File: src/include/swp_pkg.sv
// Constants and types shared by the string word packer.
`default_nettype none

package swp_pkg;

    // Register offsets on the plain register port (byte addresses).
    localparam logic [7:0] REG_MODE_OFS = 8'h00;
    localparam logic [7:0] REG_CFG_OFS  = 8'h04;
    localparam logic [7:0] REG_BASE_OFS = 8'h08;
    localparam logic [7:0] REG_STAT_OFS = 8'h0C;
    localparam logic [7:0] REG_DONE_OFS = 8'h10;

    // Field positions.
    localparam int CFG_WIDE_BIT  = 0;
    localparam int STAT_BUSY_BIT = 0;
    localparam int STAT_REJ_BIT  = 1;
    localparam int STAT_OVF_BIT  = 2;
    localparam int STAT_CNT_LSB  = 8;
    localparam int MODE_MSB      = 3;

    // Reset values.
    localparam logic [3:0]  MODE_RST = 4'h4;
    localparam logic        WIDE_RST = 1'b0;
    localparam logic [15:0] BASE_RST = 16'h0000;

    // Legal ordering modes.
    localparam logic [3:0] MODE_MIN = 4'h1;
    localparam logic [3:0] MODE_MAX = 4'h8;

    // Ordering mode codes: start/end, byte order, word order.
    localparam logic [3:0] MODE_S_LL = 4'h4;
    localparam logic [3:0] MODE_S_LH = 4'h2;
    localparam logic [3:0] MODE_S_HL = 4'h5;
    localparam logic [3:0] MODE_S_HH = 4'h1;
    localparam logic [3:0] MODE_E_LL = 4'h6;
    localparam logic [3:0] MODE_E_LH = 4'h7;
    localparam logic [3:0] MODE_E_HL = 4'h8;
    localparam logic [3:0] MODE_E_HH = 4'h3;

    localparam logic [7:0] NULL_CHAR = 8'h00;

    localparam int CHARS_16 = 2;
    localparam int CHARS_32 = 4;

    typedef enum logic [1:0] {
        SWP_ST_COLLECT = 2'b01,
        SWP_ST_EMIT    = 2'b10
    } swp_state_e;

endpackage

`default_nettype wire

File: src/hw/swp_packer.sv
// String word packer: orders a character string into device memory words.
//
// Local design decisions: the register offsets and the plain strobed port.
`timescale 1ns/100ps
`default_nettype none

// Functional notes
// RL1: Ordering mode register accepts values one to eight.
// RL2: Mode selects sequence, byte order, word order.
// RL3: Start modes: 4, 2, 5, 1 decode.
// RL4: End modes: 6, 7, 8, 3 decode.
// RL5: Sixteen-bit target packs two characters per word.
// RL6: Odd count on sixteen-bit pads one null.
// RL7: Thirty-two-bit target packs four characters per address.
// RL8: Incomplete group of four padded with nulls.
// RL9: Byte order picks upper or lower for earlier.
// RL10: Thirty-two-bit halves follow byte and word order.
// RL11: End storage writes last group at lowest address.
// RL12: Bytes are characters; illegal modes keep old mode.
module swp_packer #(
    parameter int MAX_CHARS = 64
) (
    input  wire logic        clk_i,
    input  wire logic        reset_n_i,
    input  wire logic [7:0]  reg_addr_i,
    input  wire logic [31:0] reg_wdata_i,
    input  wire logic        reg_wr_i,
    input  wire logic        reg_rd_i,
    output logic [31:0]      reg_rdata_o,
    input  wire logic        char_valid_i,
    input  wire logic [7:0]  char_data_i,
    input  wire logic        char_last_i,
    output logic             char_ready_o,
    output logic             dev_valid_o,
    input  wire logic        dev_ready_i,
    output logic [15:0]      dev_addr_o,
    output logic [31:0]      dev_data_o,
    output logic             dev_wide_o
);

    localparam int CNT_W = $clog2(MAX_CHARS + 1);
    localparam int IDX_W = CNT_W + 2;
    localparam int BUF_W = 1 + 16 + 32;

    typedef struct packed {
        swp_pkg::swp_state_e           state;
        logic [3:0]                    mode;
        logic                          wide_cfg;
        logic [15:0]                   base;
        logic [MAX_CHARS-1:0][7:0]     mem;
        logic [CNT_W-1:0]              count;
        logic [CNT_W-1:0]              groups;
        logic [CNT_W-1:0]              step;
        logic                          from_end;
        logic                          byte_hl;
        logic                          word_hl;
        logic                          wide;
        logic                          rejected;
        logic                          overflow;
        logic [15:0]                   done_cnt;
        logic [31:0]                   rdata;
    } swp_state_s;

    swp_state_s cur_r;
    swp_state_s cur_nxt;

    logic             buf_in_valid;
    logic             buf_in_ready;
    logic [BUF_W-1:0] buf_in_data;
    logic [BUF_W-1:0] buf_out_data;

    // Decodes a mode into from_end, byte high-low and word high-low.
    function automatic logic [2:0] decode_mode(input logic [3:0] m);
        logic [2:0] d;
        d = 3'h0;
        case (m)
            // RL3: start modes
            swp_pkg::MODE_S_LL: d = 3'b000;
            swp_pkg::MODE_S_LH: d = 3'b001;
            swp_pkg::MODE_S_HL: d = 3'b010;
            swp_pkg::MODE_S_HH: d = 3'b011;
            // RL4: end modes
            swp_pkg::MODE_E_LL: d = 3'b100;
            swp_pkg::MODE_E_LH: d = 3'b101;
            swp_pkg::MODE_E_HL: d = 3'b110;
            swp_pkg::MODE_E_HH: d = 3'b111;
            default:            d = 3'b000;
        endcase
        return d;
    endfunction

    // Returns a stored character, or null past the end of the string.
    function automatic logic [7:0] char_at(
        input logic [MAX_CHARS-1:0][7:0] mem,
        input logic [CNT_W-1:0]          count,
        input logic [IDX_W-1:0]          idx
    );
        logic [7:0] c;
        c = swp_pkg::NULL_CHAR;
        if (idx < IDX_W'(count)) begin
            c = mem[idx[CNT_W-1:0]];
        end
        return c;
    endfunction

    // Orders one character pair into a 16-bit half, earlier char upper when hl is set, lower when clear.
    function automatic logic [15:0] pack_half(
        input logic [7:0] early,
        input logic [7:0] later,
        input logic       hl
    );
        logic [15:0] h;
        // RL9: earlier byte placement
        h = hl ? {early, later} : {later, early};
        return h;
    endfunction

    // Emission side signals.
    logic [CNT_W-1:0] group_idx;
    logic [IDX_W-1:0] first_idx;
    logic [7:0]       c0;
    logic [7:0]       c1;
    logic [7:0]       c2;
    logic [7:0]       c3;
    logic [15:0]      half0;
    logic [15:0]      half1;
    logic [31:0]      word_data;
    logic [15:0]      word_addr;

    always_comb begin
        // RL11: reverse group walk
        if (cur_r.from_end) begin
            group_idx = cur_r.groups - 1'b1 - cur_r.step;
        end else begin
            group_idx = cur_r.step;
        end
        // RL5: two per word
        // RL7: four per address
        if (cur_r.wide) begin
            first_idx = {group_idx, 2'b00};
        end else begin
            first_idx = {1'b0, group_idx, 1'b0};
        end
        // RL6: null pads odd count
        // RL8: nulls fill group
        c0 = char_at(cur_r.mem, cur_r.count, first_idx);
        c1 = char_at(cur_r.mem, cur_r.count, first_idx + IDX_W'(1));
        c2 = char_at(cur_r.mem, cur_r.count, first_idx + IDX_W'(2));
        c3 = char_at(cur_r.mem, cur_r.count, first_idx + IDX_W'(3));
        half0 = pack_half(c0, c1, cur_r.byte_hl);
        half1 = pack_half(c2, c3, cur_r.byte_hl);
        // RL10: word order halves
        if (!cur_r.wide) begin
            word_data = {16'h0000, half0};
        end else if (cur_r.word_hl) begin
            word_data = {half0, half1};
        end else begin
            word_data = {half1, half0};
        end
        word_addr = cur_r.base + 16'(cur_r.step);
    end

    assign buf_in_valid = (cur_r.state == swp_pkg::SWP_ST_EMIT);
    assign buf_in_data  = {cur_r.wide, word_addr, word_data};
    assign char_ready_o = (cur_r.state == swp_pkg::SWP_ST_COLLECT);
    assign reg_rdata_o  = cur_r.rdata;
    assign dev_wide_o   = buf_out_data[BUF_W-1];
    assign dev_addr_o   = buf_out_data[47:32];
    assign dev_data_o   = buf_out_data[31:0];

    // Collection side temporaries.
    logic [CNT_W-1:0] count_after;
    logic [CNT_W+1:0] grp_calc;
    logic [2:0]       dec;

    always_comb begin
        cur_nxt     = cur_r;
        count_after = cur_r.count;
        grp_calc    = '0;
        dec         = decode_mode(cur_r.mode);
        cur_nxt.rdata = 32'h0000_0000;

        // Register writes.
        if (reg_wr_i) begin
            case (reg_addr_i)
                swp_pkg::REG_MODE_OFS: begin
                    // RL1: legal range check
                    // RL12: keep old mode
                    if (reg_wdata_i[31:swp_pkg::MODE_MSB+1] == 28'h000_0000 &&
                        reg_wdata_i[swp_pkg::MODE_MSB:0] >= swp_pkg::MODE_MIN &&
                        reg_wdata_i[swp_pkg::MODE_MSB:0] <= swp_pkg::MODE_MAX) begin
                        cur_nxt.mode = reg_wdata_i[swp_pkg::MODE_MSB:0];
                    end else begin
                        cur_nxt.rejected = 1'b1;
                    end
                end
                swp_pkg::REG_CFG_OFS: begin
                    cur_nxt.wide_cfg = reg_wdata_i[swp_pkg::CFG_WIDE_BIT];
                end
                swp_pkg::REG_BASE_OFS: begin
                    cur_nxt.base = reg_wdata_i[15:0];
                end
                swp_pkg::REG_STAT_OFS: begin
                    if (reg_wdata_i[swp_pkg::STAT_REJ_BIT]) begin
                        cur_nxt.rejected = 1'b0;
                    end
                    if (reg_wdata_i[swp_pkg::STAT_OVF_BIT]) begin
                        cur_nxt.overflow = 1'b0;
                    end
                end
                default: begin
                end
            endcase
        end

        // Register reads answer in the following cycle.
        if (reg_rd_i) begin
            case (reg_addr_i)
                swp_pkg::REG_MODE_OFS: cur_nxt.rdata = {28'h000_0000, cur_r.mode};
                swp_pkg::REG_CFG_OFS:  cur_nxt.rdata = {31'h0000_0000, cur_r.wide_cfg};
                swp_pkg::REG_BASE_OFS: cur_nxt.rdata = {16'h0000, cur_r.base};
                swp_pkg::REG_STAT_OFS: begin
                    cur_nxt.rdata[swp_pkg::STAT_BUSY_BIT] =
                        (cur_r.state == swp_pkg::SWP_ST_EMIT);
                    cur_nxt.rdata[swp_pkg::STAT_REJ_BIT] = cur_r.rejected;
                    cur_nxt.rdata[swp_pkg::STAT_OVF_BIT] = cur_r.overflow;
                    cur_nxt.rdata[swp_pkg::STAT_CNT_LSB +: 16] = 16'(cur_r.count);
                end
                swp_pkg::REG_DONE_OFS: cur_nxt.rdata = {16'h0000, cur_r.done_cnt};
                default:               cur_nxt.rdata = 32'h0000_0000;
            endcase
        end

        case (cur_r.state)
            swp_pkg::SWP_ST_COLLECT: begin
                if (char_valid_i) begin
                    // RL12: one byte per character
                    if (cur_r.count < CNT_W'(MAX_CHARS)) begin
                        cur_nxt.mem[cur_r.count[CNT_W-1:0]] = char_data_i;
                        count_after = cur_r.count + 1'b1;
                        cur_nxt.count = count_after;
                    end else begin
                        // Overflow set wins over a same-cycle clear.
                        cur_nxt.overflow = 1'b1;
                    end
                    if (char_last_i && count_after != '0) begin
                        // RL2: latch three choices
                        cur_nxt.from_end = dec[2];
                        cur_nxt.byte_hl  = dec[1];
                        cur_nxt.word_hl  = dec[0];
                        cur_nxt.wide     = cur_r.wide_cfg;
                        if (cur_r.wide_cfg) begin
                            grp_calc = ((CNT_W+2)'(count_after) + (CNT_W+2)'(3)) >> 2;
                        end else begin
                            grp_calc = ((CNT_W+2)'(count_after) + (CNT_W+2)'(1)) >> 1;
                        end
                        cur_nxt.groups = grp_calc[CNT_W-1:0];
                        cur_nxt.step   = '0;
                        cur_nxt.state  = swp_pkg::SWP_ST_EMIT;
                    end
                end
            end
            swp_pkg::SWP_ST_EMIT: begin
                // A full buffer holds the word and the step in place.
                if (buf_in_ready) begin
                    if (cur_r.step == cur_r.groups - 1'b1) begin
                        cur_nxt.step     = '0;
                        cur_nxt.count    = '0;
                        cur_nxt.done_cnt = cur_r.done_cnt + 16'h0001;
                        cur_nxt.state    = swp_pkg::SWP_ST_COLLECT;
                    end else begin
                        cur_nxt.step = cur_r.step + 1'b1;
                    end
                end
            end
            default: begin
                cur_nxt.state = swp_pkg::SWP_ST_COLLECT;
            end
        endcase
    end

    always_ff @(posedge clk_i or negedge reset_n_i) begin
        if (!reset_n_i) begin
            cur_r          <= '0;
            cur_r.state    <= swp_pkg::SWP_ST_COLLECT;
            cur_r.mode     <= swp_pkg::MODE_RST;
            cur_r.wide_cfg <= swp_pkg::WIDE_RST;
            cur_r.base     <= swp_pkg::BASE_RST;
        end else begin
            cur_r <= cur_nxt;
        end
    end

    swp_buf2 #(
        .WIDTH (BUF_W)
    ) u_buf (
        .clk_i       (clk_i),
        .reset_n_i   (reset_n_i),
        .in_valid_i  (buf_in_valid),
        .in_ready_o  (buf_in_ready),
        .in_data_i   (buf_in_data),
        .out_valid_o (dev_valid_o),
        .out_ready_i (dev_ready_i),
        .out_data_o  (buf_out_data)
    );

endmodule

`default_nettype wire

File: src/hw/swp_buf2.sv
// Two-entry valid/ready buffer for device write words.
`timescale 1ns/100ps
`default_nettype none

module swp_buf2 #(
    parameter int WIDTH = 49
) (
    input  wire logic             clk_i,
    input  wire logic             reset_n_i,
    input  wire logic             in_valid_i,
    output logic                  in_ready_o,
    input  wire logic [WIDTH-1:0] in_data_i,
    output logic                  out_valid_o,
    input  wire logic             out_ready_i,
    output logic [WIDTH-1:0]      out_data_o
);

    typedef struct packed {
        logic [1:0][WIDTH-1:0] slot;
        logic                  wr_ptr;
        logic                  rd_ptr;
        logic [1:0]            fill;
    } swp_buf_s;

    swp_buf_s cur_r;
    swp_buf_s cur_nxt;

    logic push;
    logic pop;

    assign in_ready_o  = (cur_r.fill != 2'h2);
    assign out_valid_o = (cur_r.fill != 2'h0);
    assign out_data_o  = cur_r.slot[cur_r.rd_ptr];
    assign push        = in_valid_i && in_ready_o;
    assign pop         = out_valid_o && out_ready_i;

    always_comb begin
        cur_nxt = cur_r;
        if (push) begin
            cur_nxt.slot[cur_r.wr_ptr] = in_data_i;
            cur_nxt.wr_ptr             = ~cur_r.wr_ptr;
        end
        if (pop) begin
            cur_nxt.rd_ptr = ~cur_r.rd_ptr;
        end
        if (push && !pop) begin
            cur_nxt.fill = cur_r.fill + 2'h1;
        end else if (pop && !push) begin
            cur_nxt.fill = cur_r.fill - 2'h1;
        end
    end

    always_ff @(posedge clk_i or negedge reset_n_i) begin
        if (!reset_n_i) begin
            cur_r <= '0;
        end else begin
            cur_r <= cur_nxt;
        end
    end

endmodule

`default_nettype wire

File: config.mk
export PLATFORM = sky130hd
export DESIGN_NAME = swp_packer
export DESIGN_NICKNAME = d
export VERILOG_FILES = /design/src/include/swp_pkg.sv /design/src/hw/swp_packer.sv /design/src/hw/swp_buf2.sv
export SDC_FILE = /design/constraint.sdc
export NUM_CORES = 2
export LEC_CHECK = 0
export ABC_AREA = 1
export BUFFER_PORTS_ARGS = -buffer_cell sky130_fd_sc_hd__buf_2
export CELL_PAD_IN_SITES_DETAIL_PLACEMENT = 2
export CELL_PAD_IN_SITES_GLOBAL_PLACEMENT = 2
export CORE_MARGIN = 4
export CORE_UTILIZATION = 37
export DETAILED_ROUTE_END_ITERATION = 10
export PLACE_DENSITY_LB_ADDON = 0.08
export SKIP_LAST_GASP = 1
export SLEW_MARGIN = 15
export SYNTH_ARGS = -nofsm -noshare
export SYNTH_HDL_FRONTEND = slang
export SYNTH_SLANG_ARGS = --single-unit
File: constraint.sdc
create_clock -name clk_i -period 4.4 [get_ports clk_i]
set_input_delay 0.44 -clock clk_i [delete_from_list [all_inputs] [get_ports clk_i]]
set_output_delay 0.44 -clock clk_i [all_outputs]
set_load 0.02 [all_outputs]
# Word level (Yosys, flattened, before mapping)
# Memories as Yosys holds them, arrays and structs flattened.
# Index checks and enable logic that the tools add are counted.
[op_classes]
n_mux = 59
n_addsub = 13
n_eq_ne = 15
bitwise = 2
n_reduce_logical = 28
order_cmp = 16
[ops]
columns = ["cell", "count"]
rows = [
  ["512-bit bitwise mux", 1],
  ["8-bit binary-select mux with 6-bit select", 4],
  ["49-bit 2-to-1 mux", 3],
  ["98-bit bitwise mux", 1],
  ["8-bit 2-to-1 mux", 9],
  ["7-bit 2-to-1 mux", 10],
  ["32-bit 2-to-1 mux", 2],
  ["49-bit demux with 1-bit select", 1],
  ["8-bit demux with 6-bit select", 1],
  ["16-bit 2-to-1 mux", 3],
  ["7-bit < comparator, second input constant", 6],
  ["9-bit by 7-bit < comparator with 1-bit output", 4],
  ["28-bit logical NOT", 1],
  ["7-bit one-hot mux with 2 select lines", 2],
  ["25-bit 2-to-1 mux", 1],
  ["8-bit one-hot mux with 3 select lines", 1],
  ["9-bit by 2-bit adder with 9-bit output, second input constant", 2],
  ["18-bit 2-to-1 mux", 1],
  ["16-bit by 1-bit adder with 16-bit output, second input constant", 1],
  ["16-bit by 7-bit adder with 16-bit output", 1],
  ["8-bit by 4-bit == test with 1-bit output, second input constant", 2],
  ["3-bit one-hot mux with 5 select lines", 1],
  ["5-bit one-hot mux with 3 select lines", 1],
  ["7-bit by 1-bit adder with 7-bit output, second input constant", 2],
  ["34 further kinds", 72],
]
[word_totals]
wordCells = 218
mem_bits_ro = 48
reg_bits = 712
memories = 1
[memory_table]
columns = ["name", "words", "word_bits", "read_ports", "rd_clocked_by_memory_dff", "wr", "line", "rtl"]
rows = [
  ["(name not given)", 16, 3, 1, 0, 0, "swp_packer.sv:76", "case (m)"],
]

# Depth between registers and ports, before layout
[logic_depth]
word_depth = 12
ltp_mapped = 28
ltp_nobuf = 25

# Hierarchy
# A second synthesis with hierarchy kept.
[hier_totals]
cells_unflattened = 5526
hier_area_um2 = 40139.7
[modules_own_cells]
columns = ["mod", "area_per_inst_um2", "cells_each", "n_inst"]
rows = [
  ["swp_packer", 35262.6, 4903, 1],
  ["swp_buf2", 4877.2, 623, 1],
]

# Worst setup path before layout
# Ideal clock, no wire load.
[synth_path]
path_kind = "reg2reg"
start = "reg cur_r[61] (netlist name)"
end = "reg u_buf.cur_r[18] (netlist name)"
arrival_ps = 3877
setup_time_ps = 118
required_ps = 4282
period_less_slack_ps = 3995
path_slack_ps = 405
stages_incl_launch_ff = 29
path_cell_list = "dfrtp_1 -> inv_1 -> ha_1 -> inv_1 -> fa_1 -> nand2_1 -> o21ai_2 -> nand2_1 -> o21ai_1 -> buf_4 -> buf_2 -> ha_1 -> inv_1 -> nor2_1 -> nand3_1 -> nor2_4 -> inv_2 -> nand2_2 -> inv_2 -> buf_2 -> ha_1 -> nand2_1 -> inv_1 -> nand4_2 -> buf_4 -> nand4_1 -> nand3_1 -> nand3_1 -> nand2_1"
[synth_via]
elab_chain_len = 12
elab_cells_between_ends = 28
[synth_lines]
columns = ["element", "line", "rtl"]
rows = [
  ["from (decl)", "swp_packer.sv:64", "swp_state_s cur_r;"],
  ["from (signal assigned)", "swp_packer.sv:290", "cur_r <= cur_nxt;"],
  ["7-bit by 1-bit subtractor with 7-bit output *", "swp_packer.sv:133", "group_idx = cur_r.groups - 1'b1 - cur_r.step;"],
  ["7-bit subtractor *", "swp_packer.sv:133", ""],
  ["7-bit 2-to-1 mux *", "swp_packer.sv:132", "if (cur_r.from_end) begin"],
  ["9-bit 2-to-1 mux *", "swp_packer.sv:139", "if (cur_r.wide) begin"],
  ["9-bit by 1-bit adder with 9-bit output (tied with other cells)", "swp_packer.sv:147", "c1 = char_at(cur_r.mem, cur_r.count, first_idx + IDX_W'(1));"],
  ["8-bit binary-select mux with 6-bit select", "swp_packer.sv:101", "c = mem[idx[CNT_W-1:0]];"],
  ["8-bit 2-to-1 mux (not written as such)", "swp_packer.sv:101", ""],
  ["8-bit 2-to-1 mux", "swp_packer.sv:100", "if (idx < IDX_W'(count)) begin"],
  ["16-bit 2-to-1 mux", "swp_packer.sv:114", "h = hl ? {early, later} : {later, early};"],
  ["32-bit 2-to-1 mux", "swp_packer.sv:155", "end else if (cur_r.word_hl) begin"],
  ["32-bit 2-to-1 mux *", "swp_packer.sv:153", "if (!cur_r.wide) begin"],
  ["98-bit bitwise mux *", "swp_buf2.sv:40", "cur_nxt.slot[cur_r.wr_ptr] = in_data_i;"],
  ["to (signal assigned)", "swp_buf2.sv:57", "cur_r <= cur_nxt;"],
  ["to (decl)", "swp_buf2.sv:25", "swp_buf_s cur_r;"],
]
# Every way passes the cells marked *; elsewhere a longest branch is shown, timed or not. The select of a mux whose other input is x is not followed.
# A chain may end at the register's enable or synchronous reset.

# Worst setup path after layout
[layout_path]
start = "reg cur_r[61] (netlist name)"
end = "reg u_buf.cur_r[32] (netlist name)"
[layout_via]
elab_chain_len = 12
elab_cells_between_ends = 28
[layout_lines]
columns = ["element", "line", "rtl"]
rows = [
  ["7-bit by 1-bit subtractor with 7-bit output *", "swp_packer.sv:133", ""],
  ["7-bit subtractor *", "swp_packer.sv:133", ""],
  ["7-bit 2-to-1 mux *", "swp_packer.sv:132", ""],
  ["9-bit 2-to-1 mux *", "swp_packer.sv:139", ""],
  ["9-bit by 2-bit adder with 9-bit output (tied with other cells)", "swp_packer.sv:149", "c3 = char_at(cur_r.mem, cur_r.count, first_idx + IDX_W'(3));"],
  ["8-bit binary-select mux with 6-bit select", "swp_packer.sv:101", ""],
  ["8-bit 2-to-1 mux (not written as such)", "swp_packer.sv:101", ""],
  ["8-bit 2-to-1 mux", "swp_packer.sv:100", ""],
  ["16-bit 2-to-1 mux", "swp_packer.sv:114", ""],
  ["32-bit 2-to-1 mux *", "swp_packer.sv:155", ""],
  ["32-bit 2-to-1 mux *", "swp_packer.sv:153", ""],
  ["98-bit bitwise mux *", "swp_buf2.sv:40", ""],
]
# Marks and branches as above.

==> results.json <==
{
  "outcome": "finished clean",
  "synthMuxAreaShare_pct": 0.141,
  "hold_path_end": "cur_r[598]",
  "synth_top_area_cell": "dfrtp_1",
  "yosys.area_share.adder_pct": 1.26,
  "max-cap-violations": 0,
  "fp-row-count": 120,
  "maxSlewHeadroom_pct": 25.4,
  "syn_to_final_growth_pct": 13.2,
  "grt_setup_unrepaired": "yes",
  "cts_tree": "built",
  "required_ps": 4940,
  "path_max_fanout": 24,
  "overflow": 0,
  "r2r_start": "cur_r[61]",
  "clock_latency_ps": 670,
  "slew_viol_final": 0,
  "skew_ps": 25.9,
  "p_per_area_nw_per_um2": 691,
  "hold_depth": 2,
  "port_buffers": 121,
  "arrival_ps": 4720,
  "ys_async_sr_fraction_pct": 100,
  "drt_iter0_drc": 2758,
  "synth_top_area_share_pct": 43.5,
  "routabilityCongestion": 0.810,
  "dieArea_um2": 113000,
  "timing.fmax_mhz": 239,
  "fin_crit_sh_pct": 95.0,
  "ant_nets": 0,
  "critPathKind": "reg -> reg",
  "synth_cell_types": 53,
  "end_kind": "flip-flop",
  "fin_tns_setup_ps": 0,
  "r2r-end": "u_buf.cur_r[32]",
  "synth_edf_count": 0,
  "dr.pass1.iters": 5,
  "grt_max_degree": 165,
  "layout-drive-gt1-share_pct": 8.87,
  "synth_commonest_cells": "1923 x nand2_1, 694 x dfrtp_1, 690 x o21ai_0, 418 x o211ai_1, 392 x inv_1",
  "finalNetCount": 5491,
  "initial_core_util_pct": 37.3,
  "clockBufferDepth": 3,
  "synthMostInstantiatedCell": "nand2_1",
  "reg2reg_depth": 22,
  "hold_viol": 0,
  "hpwl_um": 110000,
  "fin_crit_ps": 4180,
  "clock_sinks": 696,
  "fp.dieH_um": 337,
  "fillers": 12400,
  "drc_errors": 0,
  "ys.flop_type": "dfrtp_1",
  "hp-class": "in -> reg",
  "htreeDepth": 3,
  "synth_compound_area_share_pct": 19.6,
  "routedWlPerCell_um": 24.7,
  "post-route-util_pct": 42.2,
  "cts_buffers": 86,
  "synth_top_family_by_area": "simple AND/OR/NAND/NOR gates",
  "via_per_inst": 5.77,
  "power.total_w": 0.0312,
  "synth_cells": 5463,
  "tightest_slew_ps": 1110,
  "ir_drop_mv": 0.505,
  "syn_area_per_cell_um2": 7.31,
  "grt_pass1_vias": 42400,
  "wl_um": 170000,
  "netlist_area_um2": 39900,
  "clock_tree.root_cell": "clkbuf_16",
  "clk_pin_slew_ps": 60,
  "io_pins": 138,
  "grt_pass1_wl_um": 262000,
  "leakagePower_nw": 19.6,
  "ys_seq_elements": 696,
  "grt_antenna_before_repair": 3,
  "setup_violations": 0,
  "r2r_setup_slack_ps": 220,
  "synth-simple-area-share_pct": 25.7,
  "grt.total_usage_pct": 29.8,
  "die_w_um": 337,
  "synth-xor-area-share_pct": 0.789,
  "core_um2": 107000,
  "vias": 39600,
  "yosysWarnings": 0,
  "hp-start": "reg_wdata_i[11]",
  "synth_area_leaders": "dfrtp_1 43%, nand2_1 18%, o21ai_0 8.6%",
  "cp-start-kind": "flip-flop",
  "yosysSeqAreaShare_pct": 43.6
}
==> logic make-up after synthesis <==
| family | Yosys count |
|---|---|
| buffers and inverters | 844 |
| other | 1 |
| xor gates and xnor gates | 36 |
| DFF | 696 |
| and+or+nand+nor | 2506 |
| muxes | 5 |
| adders and majority gates | 39 |
| AOI/OAI and AO/OA | 1336 |
==> state kept, by name (all words and copies together) (netlist names) <==
name / count
cur_r: 577
reg_rdata_o: 16
buf_in_data: 1
u_buf.cur_r: 102
==> layout make-up <==
cell class / count / area, µm² / share of cell area [%]
sequential: 696 / 17400 / 38.5
antenna: 1 / 2.50 / 0.00554
tap: 1403 / 1760 / 3.88
clock inverter: 31 / 455 / 1.01
timing repair buffer: 254 / 2210 / 4.89
clock buffer: 127 / 2630 / 5.82
inverter: 421 / 1600 / 3.54
multi-input combinational: 3938 / 19100 / 42.3
==> through the flow <==
step | hold slack, ps | worst slack [ps] | instance area (µm²) | cells
2_1_floorplan | 144 | 405 | 40000 | 5478
3_3_place_gp | 458 | 285 | 41900 | 6706
3_5_place_dp | 469 | 117 | 41900 | 6706
4_1_cts | 8.79 | 68.4 | 45000 | 6866
5_1_grt | 46.9 | -54.9 | 45200 | 6870
6_report | 53.2 | 221 | 45200 | 6871
==> worst max path at each step <==
stage | from | depth (start not counted) | endpoint
2_1_floorplan | cur_r[61] | 28 | u_buf.cur_r[18]
3_3_place_gp | cur_r[61] | 23 | u_buf.cur_r[84]
3_5_place_dp | cur_r[61] | 23 | u_buf.cur_r[84]
4_1_cts | cur_r[61] | 23 | u_buf.cur_r[84]
5_1_grt | cur_r[61] | 22 | u_buf.cur_r[32]
6_report | cur_r[61] | 22 | u_buf.cur_r[32]
==> metal layers <==
metal / GRT usage (%) / vias up / part of all wire, % / wire length (µm)
met3: 3.90 / 227 / 5.2 / 8910
met4: 7.97 / 2 / 2.5 / 4230
met5: 0 / - / 0.0076 / 13
li1: - / 18000 / - / -
met2: 49.9 / 909 / 47 / 80100
met1: 40.6 / 20500 / 45 / 76600
==> cell usage in the layout (no fill, tap or decap), drive strengths merged, types with 2 or more instances in the layout <==
master and count:
buf 249, nand3 386, a22oi 2, dfrtp 694, nand4 49, bufinv 11
o21bai 3, o221ai 5, xor2 25, dfstp 2, nand2 1930, a21oi 144
fa 2, a221oi 2, o22ai 7, mux2 5, inv 417, clkbuf 130
a31oi 9, o211ai 418, nor4 12, ha 37, nor2 95, clkinv 23
dlygate4sd3 2, conb 16, xnor2 11, o21ai 743, nor3 31
==> critical path: stages (launching register included) <==
cell	delay (ps)
dfrtp_1	370
inv_1	80
ha_1	270
inv_1	60
fa_1	480
nand2_1	60
o21ai_2	160
nand2_1	150
o21ai_4	160
ha_4	300
inv_4	150
buf_12	210
o21ai_0	110
a21oi_1	130
o21ai_1	90
nand2_1	220
nand2_1	90
nand3_1	120
nand2_1	270
nand4_1	230
nand3_1	140
nand3_1	120
nand2_1	60
==> power by group <==
group          internal [W]  leakage, nW  switching (W)
Combinational       0.00456         8.46         0.0117
Sequential          0.00685         9.56       0.000319
Clock               0.00478         1.53        0.00304
==> timing repair <==
action	in CTS	in global routing
gates resized for setup	0	17
setup endpoints to repair	0	63
hold buffers	2	0
buffers inserted	0	1
endpoints found under the hold margin	73	0
Power figures use the tool's default switching activity.
